**src/hdl/rivm_pkg.sv**
```systemverilog
package rivm_pkg;

  // ----------------------------------------------------------------
  // vector table geometry
  // ----------------------------------------------------------------
  localparam int unsigned SRC_COUNT    = 16;   // interrupt sources
  localparam int unsigned VEC_COUNT    = 17;   // reset plus sources
  localparam int unsigned OFS_W        = 5;    // width of a vector offset
  localparam int unsigned IDX_W        = 4;    // width of a source index
  localparam int unsigned ADDR_W_DEF   = 12;   // default program-counter width (words)

  // reset vector when not relocated
  localparam logic [OFS_W-1:0] OFS_RESET = 5'h00;

  // per-source vector offsets, in table order
  localparam logic [OFS_W-1:0] OFS_EXT_ZERO      = 5'h01;
  localparam logic [OFS_W-1:0] OFS_EXT_ONE       = 5'h02;
  localparam logic [OFS_W-1:0] OFS_WIDE_CAPTURE  = 5'h03;
  localparam logic [OFS_W-1:0] OFS_WIDE_MATCH_A  = 5'h04;
  localparam logic [OFS_W-1:0] OFS_WIDE_MATCH_B  = 5'h05;
  localparam logic [OFS_W-1:0] OFS_WIDE_OVERFLOW = 5'h06;
  localparam logic [OFS_W-1:0] OFS_BYTE_OVERFLOW = 5'h07;
  localparam logic [OFS_W-1:0] OFS_SPI_DONE      = 5'h08;
  localparam logic [OFS_W-1:0] OFS_UART_RX_DONE  = 5'h09;
  localparam logic [OFS_W-1:0] OFS_UART_EMPTY    = 5'h0A;
  localparam logic [OFS_W-1:0] OFS_UART_TX_DONE  = 5'h0B;
  localparam logic [OFS_W-1:0] OFS_COMPARATOR    = 5'h0C;
  localparam logic [OFS_W-1:0] OFS_EXT_TWO       = 5'h0D;
  localparam logic [OFS_W-1:0] OFS_BYTE_MATCH    = 5'h0E;
  localparam logic [OFS_W-1:0] OFS_EEPROM_READY  = 5'h0F;
  localparam logic [OFS_W-1:0] OFS_SELF_PROG_RDY = 5'h10;

  // ----------------------------------------------------------------
  // control and fuse encodings
  // ----------------------------------------------------------------
  localparam int unsigned  CTRL_W         = 8;
  localparam int unsigned  CTRL_VSEL_BIT  = 1;     // vector-select bit position
  localparam logic         FUSE_PROGRAMMED = 1'b0; // fuse: 0 programmed, 1 not

  // ----------------------------------------------------------------
  // timing
  // ----------------------------------------------------------------
  localparam int unsigned  SYNC_STAGES    = 2;     // pin synchroniser depth
  localparam logic [1:0]   SETTLE_CYCLES  = 2'h2;  // wait for synced straps

  // ----------------------------------------------------------------
  // dispatch state machine, one-hot
  // ----------------------------------------------------------------
  typedef enum logic [3:0] {
    ST_SETTLE   = 4'h1,
    ST_RESET    = 4'h2,
    ST_IDLE     = 4'h4,
    ST_DISPATCH = 4'h8
  } rivm_state_t;

endpackage

```
**src/hdl/rivm_sel_if.sv**
```systemverilog
// carries pending requests to the priority picker and the winner back
interface rivm_sel_if;
  logic [rivm_pkg::SRC_COUNT-1:0] req;
  logic                           found;
  logic [rivm_pkg::IDX_W-1:0]     idx;

  modport picker (input req, output found, output idx);
  modport user   (output req, input found, input idx);
endinterface

```
**src/hdl/rivm_prio_pick.sv**
```systemverilog
// lowest source index has the highest priority
module rivm_prio_pick (
  // request set and winner
  rivm_sel_if.picker sel
);

  // ----------------------------------------------------------------
  // priority scan
  // ----------------------------------------------------------------
  // scan from the top down so the lowest set index is the last to win
  always_comb begin
    sel.found = 1'b0;
    sel.idx   = '0;
    for (int i = rivm_pkg::SRC_COUNT - 1; i >= 0; i--) begin
      if (sel.req[i]) begin
        sel.found = 1'b1;
        sel.idx   = rivm_pkg::IDX_W'(i);
      end
    end
  end

endmodule

```
**src/hdl/rivm_top.sv**
```systemverilog
// ----------------------------------------------------------------
// reset and interrupt vector mapper
// ----------------------------------------------------------------
// Overview of operation
// any chip reset starts execution at the reset vector, $000 unless relocated
// external request zero goes to $001, external request one to $002
// wide timer capture goes to $003, its match A to $004
// wide timer match B $005, overflow $006; byte timer overflow $007, match $00E
// serial done $008; uart receive $009, data empty $00A, transmit $00B
// comparator event goes to $00C, external request two to $00D
// eeprom ready goes to $00F, self-program ready to $010; seventeen vectors
// vector select set moves interrupt vectors, not reset, into boot section
// relocated interrupt address is base offset plus boot section start
// programmed boot-reset fuse puts the reset vector at the boot reset address
// reset at $0000 or boot address; interrupt base $0001 or boot plus $0001
// fuse value one means unprogrammed, zero means programmed
// vector select clear keeps interrupt vectors at application flash start
// accepted interrupt loads the program counter with its single-word vector
// boot reset address and boot section start arrive as inputs
module rivm_top #(
  parameter int unsigned ADDR_W = rivm_pkg::ADDR_W_DEF
) (
  // clock and reset
  input  wire logic                           sys_clk,
  input  wire logic                           rst,
  // external interrupt pins
  input  wire logic                           ext_irq_zero,
  input  wire logic                           ext_irq_one,
  input  wire logic                           ext_irq_two,
  // on-chip peripheral requests, core clock
  input  wire logic                           wide_timer_capture_irq,
  input  wire logic                           wide_timer_match_a_irq,
  input  wire logic                           wide_timer_match_b_irq,
  input  wire logic                           wide_timer_overflow_irq,
  input  wire logic                           byte_timer_overflow_irq,
  input  wire logic                           byte_timer_match_irq,
  input  wire logic                           spi_done_irq,
  input  wire logic                           uart_rx_done_irq,
  input  wire logic                           uart_empty_irq,
  input  wire logic                           uart_tx_done_irq,
  input  wire logic                           comparator_irq,
  input  wire logic                           eeprom_ready_irq,
  input  wire logic                           self_program_ready_irq,
  // fuses and boot-size configuration
  input  wire logic                           boot_reset_fuse,
  input  wire logic [ADDR_W-1:0]              boot_reset_addr,
  input  wire logic [ADDR_W-1:0]              boot_section_start,
  // control register contents, core clock
  input  wire logic [rivm_pkg::CTRL_W-1:0]    general_irq_control_reg,
  // core fetch side
  input  wire logic                           irq_global_enable,
  input  wire logic                           pc_load_ready,
  output logic                                pc_load_valid,
  output logic [ADDR_W-1:0]                   pc_load_addr,
  output logic                                pc_load_is_reset,
  output logic [rivm_pkg::SRC_COUNT-1:0]      irq_ack
);

  // ----------------------------------------------------------------
  // elaboration checks
  // ----------------------------------------------------------------
  // the table must fit in the counter with room for the boot section
  if (ADDR_W < rivm_pkg::OFS_W || ADDR_W > 22) begin : g_bad_width
    $error("rivm_top: ADDR_W out of range");
  end

  // the offset table below is written out for exactly this geometry
  if (rivm_pkg::VEC_COUNT != rivm_pkg::SRC_COUNT + 1) begin : g_bad_count
    $error("rivm_top: vector count must be sources plus reset");
  end

  // every source index must be reachable, and no index may be spare
  if ((1 << rivm_pkg::IDX_W) != rivm_pkg::SRC_COUNT) begin : g_bad_index
    $error("rivm_top: index width does not match the source count");
  end

  // the last offset must still fit in an offset field
  if (rivm_pkg::VEC_COUNT > (1 << rivm_pkg::OFS_W)) begin : g_bad_offset
    $error("rivm_top: offset width too small for the table");
  end

  // the chain below is written for two stages; a zero settle count
  // would wrap the compare to 3 and hold the settle state four cycles
  if (rivm_pkg::SYNC_STAGES != 2 || rivm_pkg::SETTLE_CYCLES == 2'h0) begin : g_bad_sync
    $error("rivm_top: synchroniser depth or settle count unsupported");
  end

  // ----------------------------------------------------------------
  // offset lookup
  // ----------------------------------------------------------------
  // shared by the dispatch path for both base selections
  function automatic logic [rivm_pkg::OFS_W-1:0] src_offset(
    input logic [rivm_pkg::IDX_W-1:0] idx
  );
    logic [rivm_pkg::OFS_W-1:0] ofs;
    ofs = rivm_pkg::OFS_RESET;
    case (idx)
      4'h0:    ofs = rivm_pkg::OFS_EXT_ZERO;
      4'h1:    ofs = rivm_pkg::OFS_EXT_ONE;
      4'h2:    ofs = rivm_pkg::OFS_WIDE_CAPTURE;
      4'h3:    ofs = rivm_pkg::OFS_WIDE_MATCH_A;
      4'h4:    ofs = rivm_pkg::OFS_WIDE_MATCH_B;
      4'h5:    ofs = rivm_pkg::OFS_WIDE_OVERFLOW;
      4'h6:    ofs = rivm_pkg::OFS_BYTE_OVERFLOW;
      4'h7:    ofs = rivm_pkg::OFS_SPI_DONE;
      4'h8:    ofs = rivm_pkg::OFS_UART_RX_DONE;
      4'h9:    ofs = rivm_pkg::OFS_UART_EMPTY;
      4'hA:    ofs = rivm_pkg::OFS_UART_TX_DONE;
      4'hB:    ofs = rivm_pkg::OFS_COMPARATOR;
      4'hC:    ofs = rivm_pkg::OFS_EXT_TWO;
      4'hD:    ofs = rivm_pkg::OFS_BYTE_MATCH;
      4'hE:    ofs = rivm_pkg::OFS_EEPROM_READY;
      4'hF:    ofs = rivm_pkg::OFS_SELF_PROG_RDY;
      default: ofs = rivm_pkg::OFS_RESET;
    endcase
    return ofs;
  endfunction

  // ----------------------------------------------------------------
  // pin synchronisers
  // ----------------------------------------------------------------
  // external pins, fuse and boot-size straps come from outside the clock
  localparam int unsigned PIN_W = 4 + 2 * ADDR_W;

  logic [PIN_W-1:0] pin_raw;
  logic [PIN_W-1:0] pin_meta;
  logic [PIN_W-1:0] pin_sync;
  logic [PIN_W-1:0] next_pin_meta;
  logic [PIN_W-1:0] next_pin_sync;

  assign pin_raw = {ext_irq_zero, ext_irq_one, ext_irq_two, boot_reset_fuse,
                    boot_reset_addr, boot_section_start};

  // pin_meta is read by pin_sync alone
  always_comb begin
    next_pin_meta = pin_raw;
    next_pin_sync = pin_meta;
  end

  // no reset on purpose: the chain keeps sampling while rst is held, so
  // the straps are settled before the settle count starts; a cleared
  // chain would read as a programmed fuse with a zero boot address
  always_ff @(posedge sys_clk) begin
    pin_meta <= next_pin_meta;
    pin_sync <= next_pin_sync;
  end

  logic              s_ext_zero;
  logic              s_ext_one;
  logic              s_ext_two;
  logic              s_fuse;
  logic [ADDR_W-1:0] s_boot_reset;
  logic [ADDR_W-1:0] s_boot_start;

  assign {s_ext_zero, s_ext_one, s_ext_two, s_fuse, s_boot_reset, s_boot_start} = pin_sync;

  // ----------------------------------------------------------------
  // address selection
  // ----------------------------------------------------------------
  logic              fuse_programmed;
  logic              vec_relocated;
  logic [ADDR_W-1:0] reset_addr;
  logic [ADDR_W-1:0] irq_base;

  assign fuse_programmed = (s_fuse == rivm_pkg::FUSE_PROGRAMMED);
  assign vec_relocated   = general_irq_control_reg[rivm_pkg::CTRL_VSEL_BIT];

  // reset vector ignores the vector-select bit on purpose
  assign reset_addr = fuse_programmed ? s_boot_reset
                                      : ADDR_W'(rivm_pkg::OFS_RESET);
  // relocation adds the boot start; cleared select keeps application flash
  assign irq_base   = vec_relocated ? s_boot_start : '0;

  // ----------------------------------------------------------------
  // request gathering and priority pick
  // ----------------------------------------------------------------
  rivm_sel_if sel ();

  assign sel.req = {self_program_ready_irq, eeprom_ready_irq, byte_timer_match_irq,
                    s_ext_two, comparator_irq, uart_tx_done_irq, uart_empty_irq,
                    uart_rx_done_irq, spi_done_irq, byte_timer_overflow_irq,
                    wide_timer_overflow_irq, wide_timer_match_b_irq,
                    wide_timer_match_a_irq, wide_timer_capture_irq,
                    s_ext_one, s_ext_zero};

  rivm_prio_pick u_pick (
    .sel (sel.picker)
  );

  logic [ADDR_W-1:0] win_addr;

  // consecutive single-word slots above the chosen base
  assign win_addr = irq_base + ADDR_W'(src_offset(sel.idx));

  // ----------------------------------------------------------------
  // dispatch state machine
  // ----------------------------------------------------------------
  rivm_pkg::rivm_state_t              state;
  rivm_pkg::rivm_state_t              next_state;
  logic [1:0]                         settle_cnt;
  logic [1:0]                         next_settle_cnt;
  logic                               next_pc_load_valid;
  logic [ADDR_W-1:0]                  next_pc_load_addr;
  logic                               next_pc_load_is_reset;
  logic [rivm_pkg::SRC_COUNT-1:0]     next_irq_ack;
  logic [rivm_pkg::IDX_W-1:0]         serve_idx;
  logic [rivm_pkg::IDX_W-1:0]         next_serve_idx;

  // the winner is frozen while the core has not taken it, so a later
  // higher-priority request cannot change an address already offered
  always_comb begin
    next_state            = state;
    next_settle_cnt       = settle_cnt;
    next_pc_load_valid    = pc_load_valid;
    next_pc_load_addr     = pc_load_addr;
    next_pc_load_is_reset = pc_load_is_reset;
    next_irq_ack          = '0;
    next_serve_idx        = serve_idx;
    case (state)
      rivm_pkg::ST_SETTLE: begin
        // straps need the synchroniser delay before they are trusted
        if (settle_cnt == rivm_pkg::SETTLE_CYCLES - 2'h1) begin
          next_state            = rivm_pkg::ST_RESET;
          next_pc_load_valid    = 1'b1;
          next_pc_load_addr     = reset_addr;
          next_pc_load_is_reset = 1'b1;
        end else begin
          next_settle_cnt = settle_cnt + 2'h1;
        end
      end
      rivm_pkg::ST_RESET: begin
        if (pc_load_ready) begin
          next_state            = rivm_pkg::ST_IDLE;
          next_pc_load_valid    = 1'b0;
          next_pc_load_is_reset = 1'b0;
        end
      end
      rivm_pkg::ST_IDLE: begin
        if (irq_global_enable && sel.found) begin
          next_state         = rivm_pkg::ST_DISPATCH;
          next_pc_load_valid = 1'b1;
          next_pc_load_addr  = win_addr;
          next_serve_idx     = sel.idx;
        end
      end
      rivm_pkg::ST_DISPATCH: begin
        if (pc_load_ready) begin
          next_state              = rivm_pkg::ST_IDLE;
          next_pc_load_valid      = 1'b0;
          next_irq_ack[serve_idx] = 1'b1;
        end
      end
      default: begin
        // an illegal code drops any offer rather than guess its kind
        next_state            = rivm_pkg::ST_IDLE;
        next_pc_load_valid    = 1'b0;
        next_pc_load_is_reset = 1'b0;
      end
    endcase
  end

  // every chip reset source arrives here as rst
  always_ff @(posedge sys_clk) begin
    if (rst) begin
      state            <= rivm_pkg::ST_SETTLE;
      settle_cnt       <= 2'h0;
      pc_load_valid    <= 1'b0;
      pc_load_addr     <= '0;
      pc_load_is_reset <= 1'b0;
      irq_ack          <= '0;
      serve_idx        <= '0;
    end else begin
      state            <= next_state;
      settle_cnt       <= next_settle_cnt;
      pc_load_valid    <= next_pc_load_valid;
      pc_load_addr     <= next_pc_load_addr;
      pc_load_is_reset <= next_pc_load_is_reset;
      irq_ack          <= next_irq_ack;
      serve_idx        <= next_serve_idx;
    end
  end

endmodule

```
**config.mk**
```make
export PLATFORM = sky130hd
export DESIGN_NAME = rivm_top
export DESIGN_NICKNAME = d
export VERILOG_FILES = /design/src/hdl/rivm_pkg.sv /design/src/hdl/rivm_sel_if.sv /design/src/hdl/rivm_prio_pick.sv /design/src/hdl/rivm_top.sv
export SDC_FILE = /design/constraint.sdc
export NUM_CORES = 1
export LEC_CHECK = 0
export BUFFER_PORTS_ARGS = -buffer_cell sky130_fd_sc_hd__clkbuf_2
export CAP_MARGIN = 20
export CELL_PAD_IN_SITES_DETAIL_PLACEMENT = 1
export CELL_PAD_IN_SITES_GLOBAL_PLACEMENT = 1
export CORE_ASPECT_RATIO = 1.2
export CORE_MARGIN = 1
export CORE_UTILIZATION = 40
export CTS_CLUSTER_DIAMETER = 200
export DETAILED_ROUTE_END_ITERATION = 8
export PLACE_DENSITY = 0.84
export REMOVE_ABC_BUFFERS = 1
export SYNTH_ARGS = -nofsm -noshare
export SYNTH_HDL_FRONTEND = slang
export SYNTH_SLANG_ARGS = --single-unit
```
**constraint.sdc**
```tcl
create_clock -name sys_clk -period 4.05 [get_ports sys_clk]
set_input_delay 0.405 -clock sys_clk [delete_from_list [all_inputs] [get_ports sys_clk]]
set_output_delay 0.405 -clock sys_clk [all_outputs]
set_load 0.01 [all_outputs]
```
Yosys cells after proc, flatten, opt, wreduce, memory -nomap -nowiden
Memory sizes are Yosys's and may differ from the RTL's.
Cells that the tools add are included.
W data, S select, Z words.
- add/sub/neg operators: 2
- bitwise logic cells: 4
- order comparisons: 2
- eq/ne operators: 9
- muxes and demuxes: 48
- reduce and logical (&&, ||, !) cells: 11
- operators by type and width (operator ; count):
    $mux W4 ; 19
    $mux W12 ; 4
    $pmux W12 S2 ; 1
    $mux W1 ; 20
    $add A12 B5 Y12 ; 1
    $pmux W4 S3 ; 1
    $reduce_and A3 Y1 ; 3
    $ne A2 B2 Y1 const B ; 3
    $pmux W1 S3 ; 2
    $lt A4 B5 Y1 const B ; 1
    $demux W1 S4 ; 1
    $eq A4 B1 Y1 const B ; 1
    $eq A4 B2 Y1 const B ; 1
    $eq A4 B3 Y1 const B ; 1
    $eq A4 B4 Y1 const B ; 1
    $ge A4 B1 Y1 const B ; 1
    $not A1 Y1 ; 4
    $reduce_and A2 Y1 ; 2
    $reduce_or A2 Y1 ; 2
    $reduce_or A3 Y1 ; 1
    $add A2 B1 Y2 const B ; 1
    $eq A2 B1 Y1 const B ; 1
    $logic_and A1 B1 Y1 ; 2
    $ne A2 B1 Y1 const B ; 1
    $reduce_bool A2 Y1 ; 1
- bits in read-only memories: 80
- output and inout port bits: 30
- flip-flop bits (word level): 96
- memories kept: 1
- logic and storage cells: 86
- memory list (memory ; words ; bits a word ; rd ports ; clocked after Yosys merged registers in ; wr ports ; line ; RTL):
    (name not given) ; 16 ; 5 ; 1 ; 0 ; 0 ; rivm_top.sv:97 ; case (idx)

Logic depth before layout (Yosys ltp)
Gate-level depths: netlist of the first run.
An unclocked memory read counts as a cell.
- word-level depth: 20
- gate-level depth with buffers: 14
- mapped depth without buffers: 14

Cells and area by module
Synthesis of the first run repeated with hierarchy kept, for this count alone.
- cell total of the unflattened synthesis: 323
- area, all modules: 3359.5 sq um
- modules (own cells, without submodules) (module ; area each (sq um) ; cells an instance ; instances):
    rivm_top ; 3180.6 ; 290 ; 1
    rivm_prio_pick ; 178.9 ; 33 ; 1

Least setup slack after synthesis of the first run
Ideal clock, no wire load.
- path type: input to register
- start point: in eeprom_ready_irq
- end point: reg pc_load_addr[7]
- cell stages on the path: 13
- setup slack: 1.012 ns
- setup time: 0.091 ns
- buffers on the path: 1
- arrival: 2.947 ns
- cell sequence: nand2b_1 a221o_1 a21oi_1 a21oi_1 inv_1 ha_1 clkbuf_1 ha_1 a211o_1 a211oi_1 o31a_1 o21ai_0 a311oi_1
- word-level cells in the longest chain between the ends: 19
- RTL lines (item ; line ; RTL):
    from (decl) ; rivm_top.sv:42 ; input wire logic eeprom_ready_irq,
    $mux W4 (15 in a row) ; rivm_prio_pick.sv:15 ; if (sel.req[i]) begin
    net sel.idx (one bit) ; rivm_sel_if.sv:5 ; logic [rivm_pkg::IDX_W-1:0] idx;
    $mem_v2 Z16 W5 ; n/a ;
    $add A12 B5 Y12 ; rivm_top.sv:193 ; assign win_addr = irq_base + ADDR_W'(src_offset(sel.idx));
    $mux W12 ; rivm_top.sv:239 ; if (irq_global_enable && sel.found) begin
    $pmux W12 S2 ; rivm_top.sv:219 ; case (state)
    to (signal assigned) ; rivm_top.sv:276 ; pc_load_addr <= next_pc_load_addr;
    to (decl) ; rivm_top.sv:54 ; output logic [ADDR_W-1:0] pc_load_addr,
The timed path passes the listed nets, and every way through them passes these cells. The select of a mux whose other input is x is not followed.
A chain may end at the register's enable or synchronous reset.

Final worst setup path of the first run
- start point: reg pin_sync[26]
- end point: reg pc_load_addr[10]
- word-level cells in the longest chain between the ends: 6
- RTL lines (item ; line ; RTL):
    from (decl) ; rivm_top.sv:127 ; logic [PIN_W-1:0] pin_sync;
    from (signal assigned) ; rivm_top.sv:145 ; pin_sync <= next_pin_sync;
    $mux W4 (2 in a row) ; rivm_prio_pick.sv:15 ;
    $mem_v2 Z16 W5 ; n/a ;
    $add A12 B5 Y12 ; rivm_top.sv:193 ;
    $mux W12 ; rivm_top.sv:239 ;
    $pmux W12 S2 ; rivm_top.sv:219 ;
Several ways; a longest one is shown, not always the timed one. The select of a mux whose other input is x is not followed.

==> results of run 1 <==
-- synth_stat cells, drive strengths merged (6+ instances only) --
master / n / share of area
dfxtp: 96 / 0.57
nor2: 45 / 0.050
a21oi: 17 / 0.025
nand2: 16 / 0.018
nor3: 12 / 0.018
nor3b: 10 / 0.022
o21ai: 10 / 0.015
a211oi: 9 / 0.022
buf: 8 / 0.013
ha: 8 / 0.030
inv: 8 / 0.0089
nand2b: 7 / 0.013
a311oi: 6 / 0.016
and2: 6 / 0.011
nor4: 6 / 0.011
-- routing by layer --
| layer | vias to the layer above | track usage | routed length (um) |
|---|---|---|---|
| li1 | 1318 | - | - |
| met1 | 1208 | 0.1877 | 2931 |
| met2 | 56 | 0.3175 | 3599 |
| met3 | 12 | 0.04362 | 267 |
| met4 | 0 | 0.06923 | 134 |
| met5 | - | 0 | 0 |
-- power by group --
part | internal (W) | leakage [nW] | switching, W
registers | 0.00105 | 0.798 | 0.0000907
clock network | 0.000236 | 0.0940 | 0.000345
logic | 0.000249 | 0.812 | 0.000342
-- flip-flops by register name, indices dropped and copies added, names as in the netlist --
| name | count |
|---|---|
| next_pin_sync | 28 |
| pin_sync | 28 |
| irq_ack | 16 |
| pc_load_addr | 12 |
| serve_idx | 4 |
| state | 4 |
| settle_cnt | 2 |
| pc_load_is_reset | 1 |
| pc_load_valid | 1 |
-- kinds of logic after synthesis --
family | Yosys count
buffers and inverters | 20
multiplexers | 4
AO/OA/AOI/OAI | 66
XOR/XNOR | 6
AND/OR/NAND/NOR | 128
adder cells (fa/ha/maj) | 9
flip-flops | 96
-- worst paths after layout --
check,start,endpoint,cells after the start
setup reg to reg,pin_sync[26],pc_load_addr[10],9
hold / removal,boot_reset_addr[7],next_pin_sync[19],1
hold reg to reg,next_pin_sync[6],pin_sync[6],0
setup / recovery,pin_sync[26],pc_load_addr[10],9
-- per-stage QoR --
step	total power (W)	area, sq um
after floorplan	0.001554	3301
after global placement	0.001710	3826
after detailed placement	0.001749	3826
after CTS	0.002331	4011
after global routing	0.002463	4011
final	0.002308	4011
-- cell type report --
cell class,instances,area [sq um],share of cell area
clock inverter,7,61.31,0.01528
clock buffer,9,123.9,0.03088
multi-input combinational,213,1349,0.3362
tap,114,142.6,0.03556
timing repair buffer,76,382.9,0.09545
inverter,8,30.03,0.007486
sequential,96,1922,0.4791
==> flow_metrics.tcl, run 1 <==
set metrics [dict create \
    routed_wl_um 6932 \
    dp_hpwl_um 5193 \
    ys_warn_count 0 \
    clock_skew_ns 0.01190 \
    cts_resized 0 \
    route.detailed.drc 0 \
    grt_max_degree 28 \
    finish.utilization 0.4920 \
    min_period_over_period 0.7877 \
    arrival_ns 3.46 \
    netlist_area_sq_um 3358 \
    cts-buffers-inserted 9 \
    min_path_type "in2reg" \
    holdBufCountCts 0 \
    synthAdderAreaFrac 0.03577 \
    n_fill_cell 919 \
    grt.overflow.total 0 \
    start_kind "flip-flop" \
    synth_compound_area_frac 0.1360 \
    end_kind "flip-flop" \
    synth_top_family_by_area "simple AND/OR/NAND/NOR gates" \
    fin_nets 466 \
    crit_slowest_cell "a21boi_0" \
    die-area_sq_um 8767 \
    cts_max_path_buffers 2 \
    maxSlewHeadroom 0.3697 \
    drtIter0Drc 71 \
    htree_num_levels 3 \
    outcome "completed" \
    cpPeakStageDelay_ns 0.54 \
    die_w_um 85.65 \
    clock-sinks 96 \
    critPathBufInv 0 \
    p_per_area_nw_per_um2 575.3 \
    n_antenna_cell 0 \
    synthFlopType "dfxtp_1" \
    cts_tree "yes" \
    clk_pin_slew_worst_paths_ns 0.10 \
    via_per_inst 4.960 \
    syn_inst 329 \
    portBuffers 75 \
    first_pass_iters 4 \
    path_cells "nor4_1 -> a21boi_0 -> mux2i_1 -> ha_1 -> a211o_1 -> a21oi_1 -> o21a_1 -> o21ai_0 -> a311oi_1" \
    wl_per_cell_um 13.25 \
    cp_max_fo 6 \
    hold_viol 0 \
    rows 36 \
    yosysSeqAreaShare 0.5723 \
    ant_nets 0 \
    core_sq_um 8153 \
    place_congestion 0.8199 \
    setup_slack_ns 0.8598 \
    synth_edf_count 0 \
    peakVddDrop_mv 0.3184 \
    muxShareOfSynthArea 0.01192 \
    cts_root_buf "clkbuf_8" \
    finalNonFillerCells 523 \
    first_global_vias 2554 \
    timing.max_cap.violations 0 \
    areaGrowthSynthToFinish_pct 19.45 \
    ys_types 52 \
    avgSynthCellArea_sq_um 10.21 \
    place_inst 507 \
    start_util 0.4119 \
    fin_setup_tns_ns 0 \
    ys_ff_latch 96 \
    synth-xor-area-share 0.01565 \
    drv_slew 0 \
    path_class "reg2reg" \
    rsz0062_at_grt "no" \
    track_usage 0.1717 \
    io_pins 83 \
    async_reset_ff_frac 0 \
    max_freq_mhz 313.5 \
    die_height_um 102.4 \
    holdWs_ns 0.1383 \
    layout_commonest_cell "dfxtp_1" \
    setup_viol 0 \
    yosys.area_share.simple 0.2023 \
    required_ns 4.32 \
    post-cts-setup-buffer-count 0 \
    mostFrequentLayoutCells "96 x dfxtp_1, 75 x clkbuf_2, 45 x nor2_1" \
    drive_above_1_share 0.2347 \
    fin_crit_ns 3.190 \
    regToRegSetupSlack_ns 0.86 \
    power_leakage_nw 1.704 \
    grt_pass1_wl_um 11730 \
    pre_cts_ws_ns 0.5014 \
    critical_path.top_delay_family "compound AO/OA/AOI/OAI gates" \
    tightest_slew_ns 0.9415 \
    antenna_found_initial 0 \
    dr_total_vias 2594 \
    clk_latency_ns 0.36 \
]
No activity file was read; power rests on OpenSTA's default activity.
==> run 2, diff against run 1 <==
==> constraint.sdc (replaced) <==
create_clock -name sys_clk -period 3 [get_ports sys_clk]
set_input_delay 0.3 -clock sys_clk [delete_from_list [all_inputs] [get_ports sys_clk]]
set_output_delay 0.3 -clock sys_clk [all_outputs]
set_load 0.01 [all_outputs]
==> run 2 against run 1 <==
Critical path depth up 2. First-iteration DRC count down 7.0%. Die area unchanged. Core utilization up 2.0 points. Setup slack worse by 0.75 ns. Maximum frequency up 11%. Critical path type unchanged. Critical endpoint unchanged.
==> flow_metrics.tcl, run 2 (synthesis results as in run 1) <==
set metrics [dict create \
    critical_path.top_delay_family "compound AO/OA/AOI/OAI gates" \
    critPathBufInv 1 \
    drive_above_1_share 0.2905 \
    die_height_um 102.4 \
    multi_input_area_sq_um 1425 \
    rows 36 \
    required_ns 3.26 \
    cts-buffers-inserted 9 \
    design_area_sq_um 4173 \
    place_area_sq_um 3901 \
    tightest_slew_ns 0.8481 \
    min_path_type "in2reg" \
    cts_root_buf "clkbuf_8" \
    dr_total_vias 2669 \
    portBuffers 75 \
    first_global_vias 2662 \
    fin_nets 477 \
    end_kind "flip-flop" \
    start_kind "flip-flop" \
    arrival_ns 3.15 \
    path_class "reg2reg" \
    grt_pass1_wl_um 11850 \
    hold_viol 0 \
    regToRegSetupSlack_ns 0.11 \
    grt_max_degree 28 \
    clock_skew_ns 0.01111 \
    holdBufCountCts 0 \
    p_per_area_nw_per_um2 754.2 \
    place_congestion 0.7851 \
    drv_slew 0 \
    crit_slowest_cell "fa_1" \
    timing.max_cap.violations 0 \
    die_w_um 85.65 \
    routed_wl_um 7498 \
    first_pass_iters 4 \
    peakVddDrop_mv 0.3361 \
    mostFrequentLayoutCells "95 x dfxtp_1, 75 x clkbuf_2, 45 x nor2_1" \
    crit_path_frequent_cell "a21oi_2" \
    ant_nets 0 \
    route.detailed.drc 0 \
    fin_crit_ns 2.887 \
    max_freq_mhz 346.4 \
    grt.overflow.total 0 \
    clk_pin_slew_worst_paths_ns 0.10 \
    power_leakage_nw 1.770 \
    cts_tree "yes" \
    n_fill_cell 947 \
    track_usage 0.1731 \
    cp_max_fo 6 \
    start_util 0.4119 \
    layout_commonest_cell "dfxtp_1" \
    seqCellArea_sq_um 1923 \
    min_period_over_period 0.9622 \
    wl_per_cell_um 14.04 \
    io_pins 83 \
    dp_hpwl_um 5337 \
    maxSlewHeadroom 0.4346 \
    cpPeakStageDelay_ns 0.40 \
    outcome "completed" \
    antenna_found_initial 0 \
    clk_latency_ns 0.36 \
    via_per_inst 4.998 \
    areaGrowthSynthToFinish_pct 24.25 \
    clock-sinks 96 \
    setup_viol 0 \
    htree_num_levels 3 \
    die-area_sq_um 8767 \
    total_power_w 0.003147 \
    path_cells "a221o_1 -> a21oi_2 -> a21oi_2 -> buf_4 -> ha_1 -> fa_1 -> a211o_1 -> a21oi_4 -> o21a_1 -> o21ai_0 -> a311oi_1" \
    drtIter0Drc 66 \
    cts_max_path_buffers 2 \
    n_antenna_cell 0 \
    core_sq_um 8153 \
]
==> run 2: changes by cell type in the layout (fill, tap and decap cells not counted), moves of 2 or more <==
cell and delta:
nor4_1 -2, a21oi_2 +2, a21oi_1 -3, ha_1 -2
nor4_2 +2, buf_4 +11
==> run 2: worst paths after layout <==
kind | start | end | depth (start not counted)
max | pin_sync[25] | pc_load_addr[10] | 11
min | boot_section_start[9] | next_pin_sync[9] | 1
max reg2reg | pin_sync[25] | pc_load_addr[10] | 11
min reg2reg | next_pin_sync[1] | pin_sync[1] | 0
==> run 2: per-stage QoR <==
stage | util | setup TNS (ns) | worst slack (ns) | instances | hold slack (ns)
after floorplan | - | 0 | 0.07623 | 317 | 0.3096
after global placement | 0.4785 | -0.06892 | -0.04594 | 517 | 0.3116
after detailed placement | 0.4785 | -0.7122 | -0.1918 | 517 | 0.3135
after CTS | 0.5026 | 0 | 0.007712 | 533 | 0.01925
after global routing | 0.5118 | -0.05855 | -0.03859 | 534 | 0.01024
final | 0.5118 | 0 | 0.1133 | 534 | 0.02898
==> run 2: layer usage <==
layer,up-vias,global-route usage,wire (um)
met1,1260,0.1858,3003
met3,13,0.03716,251
met2,53,0.3206,4112
met5,-,0,0
li1,1343,-,-
met4,0,0.08846,131
==> run 2: layout make-up <==
cell class / instances / share of cell area
timing repair buffer: 87 / 0.1115
clock inverter: 7 / 0.01499
sequential: 96 / 0.4609
multi-input combinational: 213 / 0.3415
clock buffer: 9 / 0.02969
inverter: 8 / 0.007196
tap: 114 / 0.03418
==> run 2: report_power, final <==
group	internal, W	total (W)	switching [W]
Sequential	0.00141	0.00153	0.000122
Combinational	0.000350	0.000825	0.000475
Clock	0.000320	0.000789	0.000469
==> run 2: repair_timing <==
item	CTS	global route
gates resized for setup	2	16
endpoints found under the setup margin	2	6
pin swaps	0	9
setup buffers	0	2
==> run 3, diff against run 2 <==
--- a/config.mk
+++ b/config.mk
@@ -11,10 +11,10 @@
 export CELL_PAD_IN_SITES_GLOBAL_PLACEMENT = 1
 export CORE_ASPECT_RATIO = 1.2
 export CORE_MARGIN = 1
-export CORE_UTILIZATION = 40
+export CORE_UTILIZATION = 43
 export CTS_CLUSTER_DIAMETER = 200
 export DETAILED_ROUTE_END_ITERATION = 8
-export PLACE_DENSITY = 0.84
+export PLACE_DENSITY = 0.9
 export REMOVE_ABC_BUFFERS = 1
 export SYNTH_ARGS = -nofsm -noshare
 export SYNTH_HDL_FRONTEND = slang
==> constraint.sdc (replaced) <==
create_clock -name sys_clk -period 3.45 [get_ports sys_clk]
set_input_delay 0.345 -clock sys_clk [delete_from_list [all_inputs] [get_ports sys_clk]]
set_output_delay 0.345 -clock sys_clk [all_outputs]
set_load 0.01 [all_outputs]
==> run 3 against run 2 <==
Clock power fell by 9.4%. Clock-buffer cell count grew 1. Global-route usage increased by 3.6 points. Largest power group unchanged. Cell count is 6.0% lower. Via count increased by 0.75%. Critical endpoint is now pc_load_addr[6].
==> flow_metrics.tcl, run 3 (synthesis results as in run 1) <==
set metrics [dict create \
    outcome "completed" \
    n_antenna_cell 0 \
    fin_crit_ns 3.080 \
    cts_tree "yes" \
    track_usage 0.2087 \
    drtIter0Drc 118 \
    drive_above_1_share 0.2403 \
    peakVddDrop_mv 0.4057 \
    fin_nets 469 \
    grt_max_degree 28 \
    route.detailed.drc 0 \
    cts_root_buf "clkbuf_8" \
    start_util 0.4537 \
    post-cts-setup-buffer-count 0 \
    clock_skew_ns 0.01105 \
    place_congestion 0.8069 \
    rsz0062_at_grt "no" \
    htree_num_levels 3 \
    cts_resized 0 \
    mostFrequentLayoutCells "96 x dfxtp_1, 75 x clkbuf_2, 45 x nor2_1" \
    holdBufCountCts 0 \
    path_class "reg2reg" \
    clk_latency_ns 0.37 \
    first_pass_iters 5 \
    grt_pass1_wl_um 12850 \
    die-area_sq_um 8169 \
    hold_viol 0 \
    end_kind "flip-flop" \
    required_ns 3.74 \
    power_leakage_nw 1.726 \
    min_to "next_pin_sync[1]" \
    tightest_slew_ns 0.8618 \
    antenna_found_initial 0 \
    timing.max_cap.violations 0 \
    cts-buffers-inserted 9 \
    dr_total_vias 2689 \
    ant_nets 0 \
    timing.rr.start "pin_sync[25]" \
    clk_pin_slew_worst_paths_ns 0.10 \
    hold_path_depth 1 \
    core_sq_um 7402 \
    arrival_ns 3.37 \
    cp_max_fo 6 \
    layout_commonest_cell "dfxtp_1" \
    die_w_um 82.68 \
    drv_slew 0 \
    io_pins 83 \
    via_per_inst 5.357 \
    min_path_type "in2reg" \
    first_global_vias 2850 \
    rows 34 \
    maxSlewHeadroom 0.4254 \
    max_freq_mhz 324.6 \
    die_height_um 98.81 \
    dp_hpwl_um 5483 \
    setup_viol 0 \
    r2r-end "pc_load_addr[6]" \
    regToRegSetupSlack_ns 0.37 \
    cts_max_path_buffers 2 \
    min_period_over_period 0.8929 \
    total_power_w 0.002769 \
    fin_setup_tns_ns 0 \
    portBuffers 75 \
    finalNonFillerCells 502 \
    place_inst 486 \
    grt.overflow.total 0 \
    wl_per_cell_um 15.06 \
    start_kind "flip-flop" \
    reg2regPathDepth 14 \
    worstHoldStart "boot_section_start[1]" \
    p_per_area_nw_per_um2 690.0 \
    routed_wl_um 7560 \
    clock-sinks 96 \
    areaGrowthSynthToFinish_pct 19.52 \
]
run 3: worst max-delay path: stages, from the launching register on:
cell and delay [ns]:
dfxtp_1 0.37, a221o_1 0.15, a21oi_1 0.07, a21oi_1 0.33, inv_1 0.13, ha_1 0.25, a21oi_1 0.14, a31oi_1 0.07
ha_1 0.36, o21a_1 0.12, a21oi_1 0.06, buf_4 0.16, or4_1 0.39, and3_1 0.19, a211oi_2 0.20
run 3: worst max-delay path by stage:
stage | to | cells past startpoint | start
2_1_floorplan | pc_load_addr[7] | 10 | uart_tx_done_irq
3_3_place_gp | pc_load_addr[6] | 16 | spi_done_irq
3_5_place_dp | pc_load_addr[10] | 14 | spi_done_irq
4_1_cts | pc_load_addr[10] | 12 | pin_sync[25]
5_1_grt | pc_load_addr[9] | 14 | pin_sync[25]
6_report | pc_load_addr[6] | 14 | pin_sync[25]
run 3: final cells by class:
type / count / area, sq um
Sequential cell: 96 / 1922
Tap cell: 90 / 112.6
Multi-Input combinational cell: 213 / 1349
Timing Repair Buffer: 79 / 405.4
Clock inverter: 6 / 57.56
Inverter: 8 / 30.03
Clock buffer: 10 / 137.6
Fill cell: 870 / 3388
run 3: metal layers:
metal | part of all wire | vias to the layer above | track usage | wire length (um)
met5 | 0 | - | 0 | 0
met4 | 0.028 | 0 | 0.1154 | 214
met3 | 0.037 | 23 | 0.04907 | 282
met2 | 0.55 | 70 | 0.3676 | 4124
met1 | 0.39 | 1267 | 0.2216 | 2939
li1 | - | 1329 | - | -
run 3: through the flow:
step	instance area (sq um)	utilization	setup WS, ns	hold WS, ns
4_1_cts	4014	0.5423	0.3711	0.05146
3_5_place_dp	3819	0.5159	0.1663	0.3135
2_1_floorplan	3301	-	0.4812	0.3096
5_1_grt	4014	0.5423	0.1691	0.04656
6_report	4014	0.5423	0.3695	0.06537
3_3_place_gp	3819	0.5159	0.2949	0.3116
run 3: power breakdown:
group	switching, W	internal (W)
clock	0.000416	0.000300
sequential	0.000109	0.00123
combinational	0.000423	0.000296
total	0.000947	0.00182
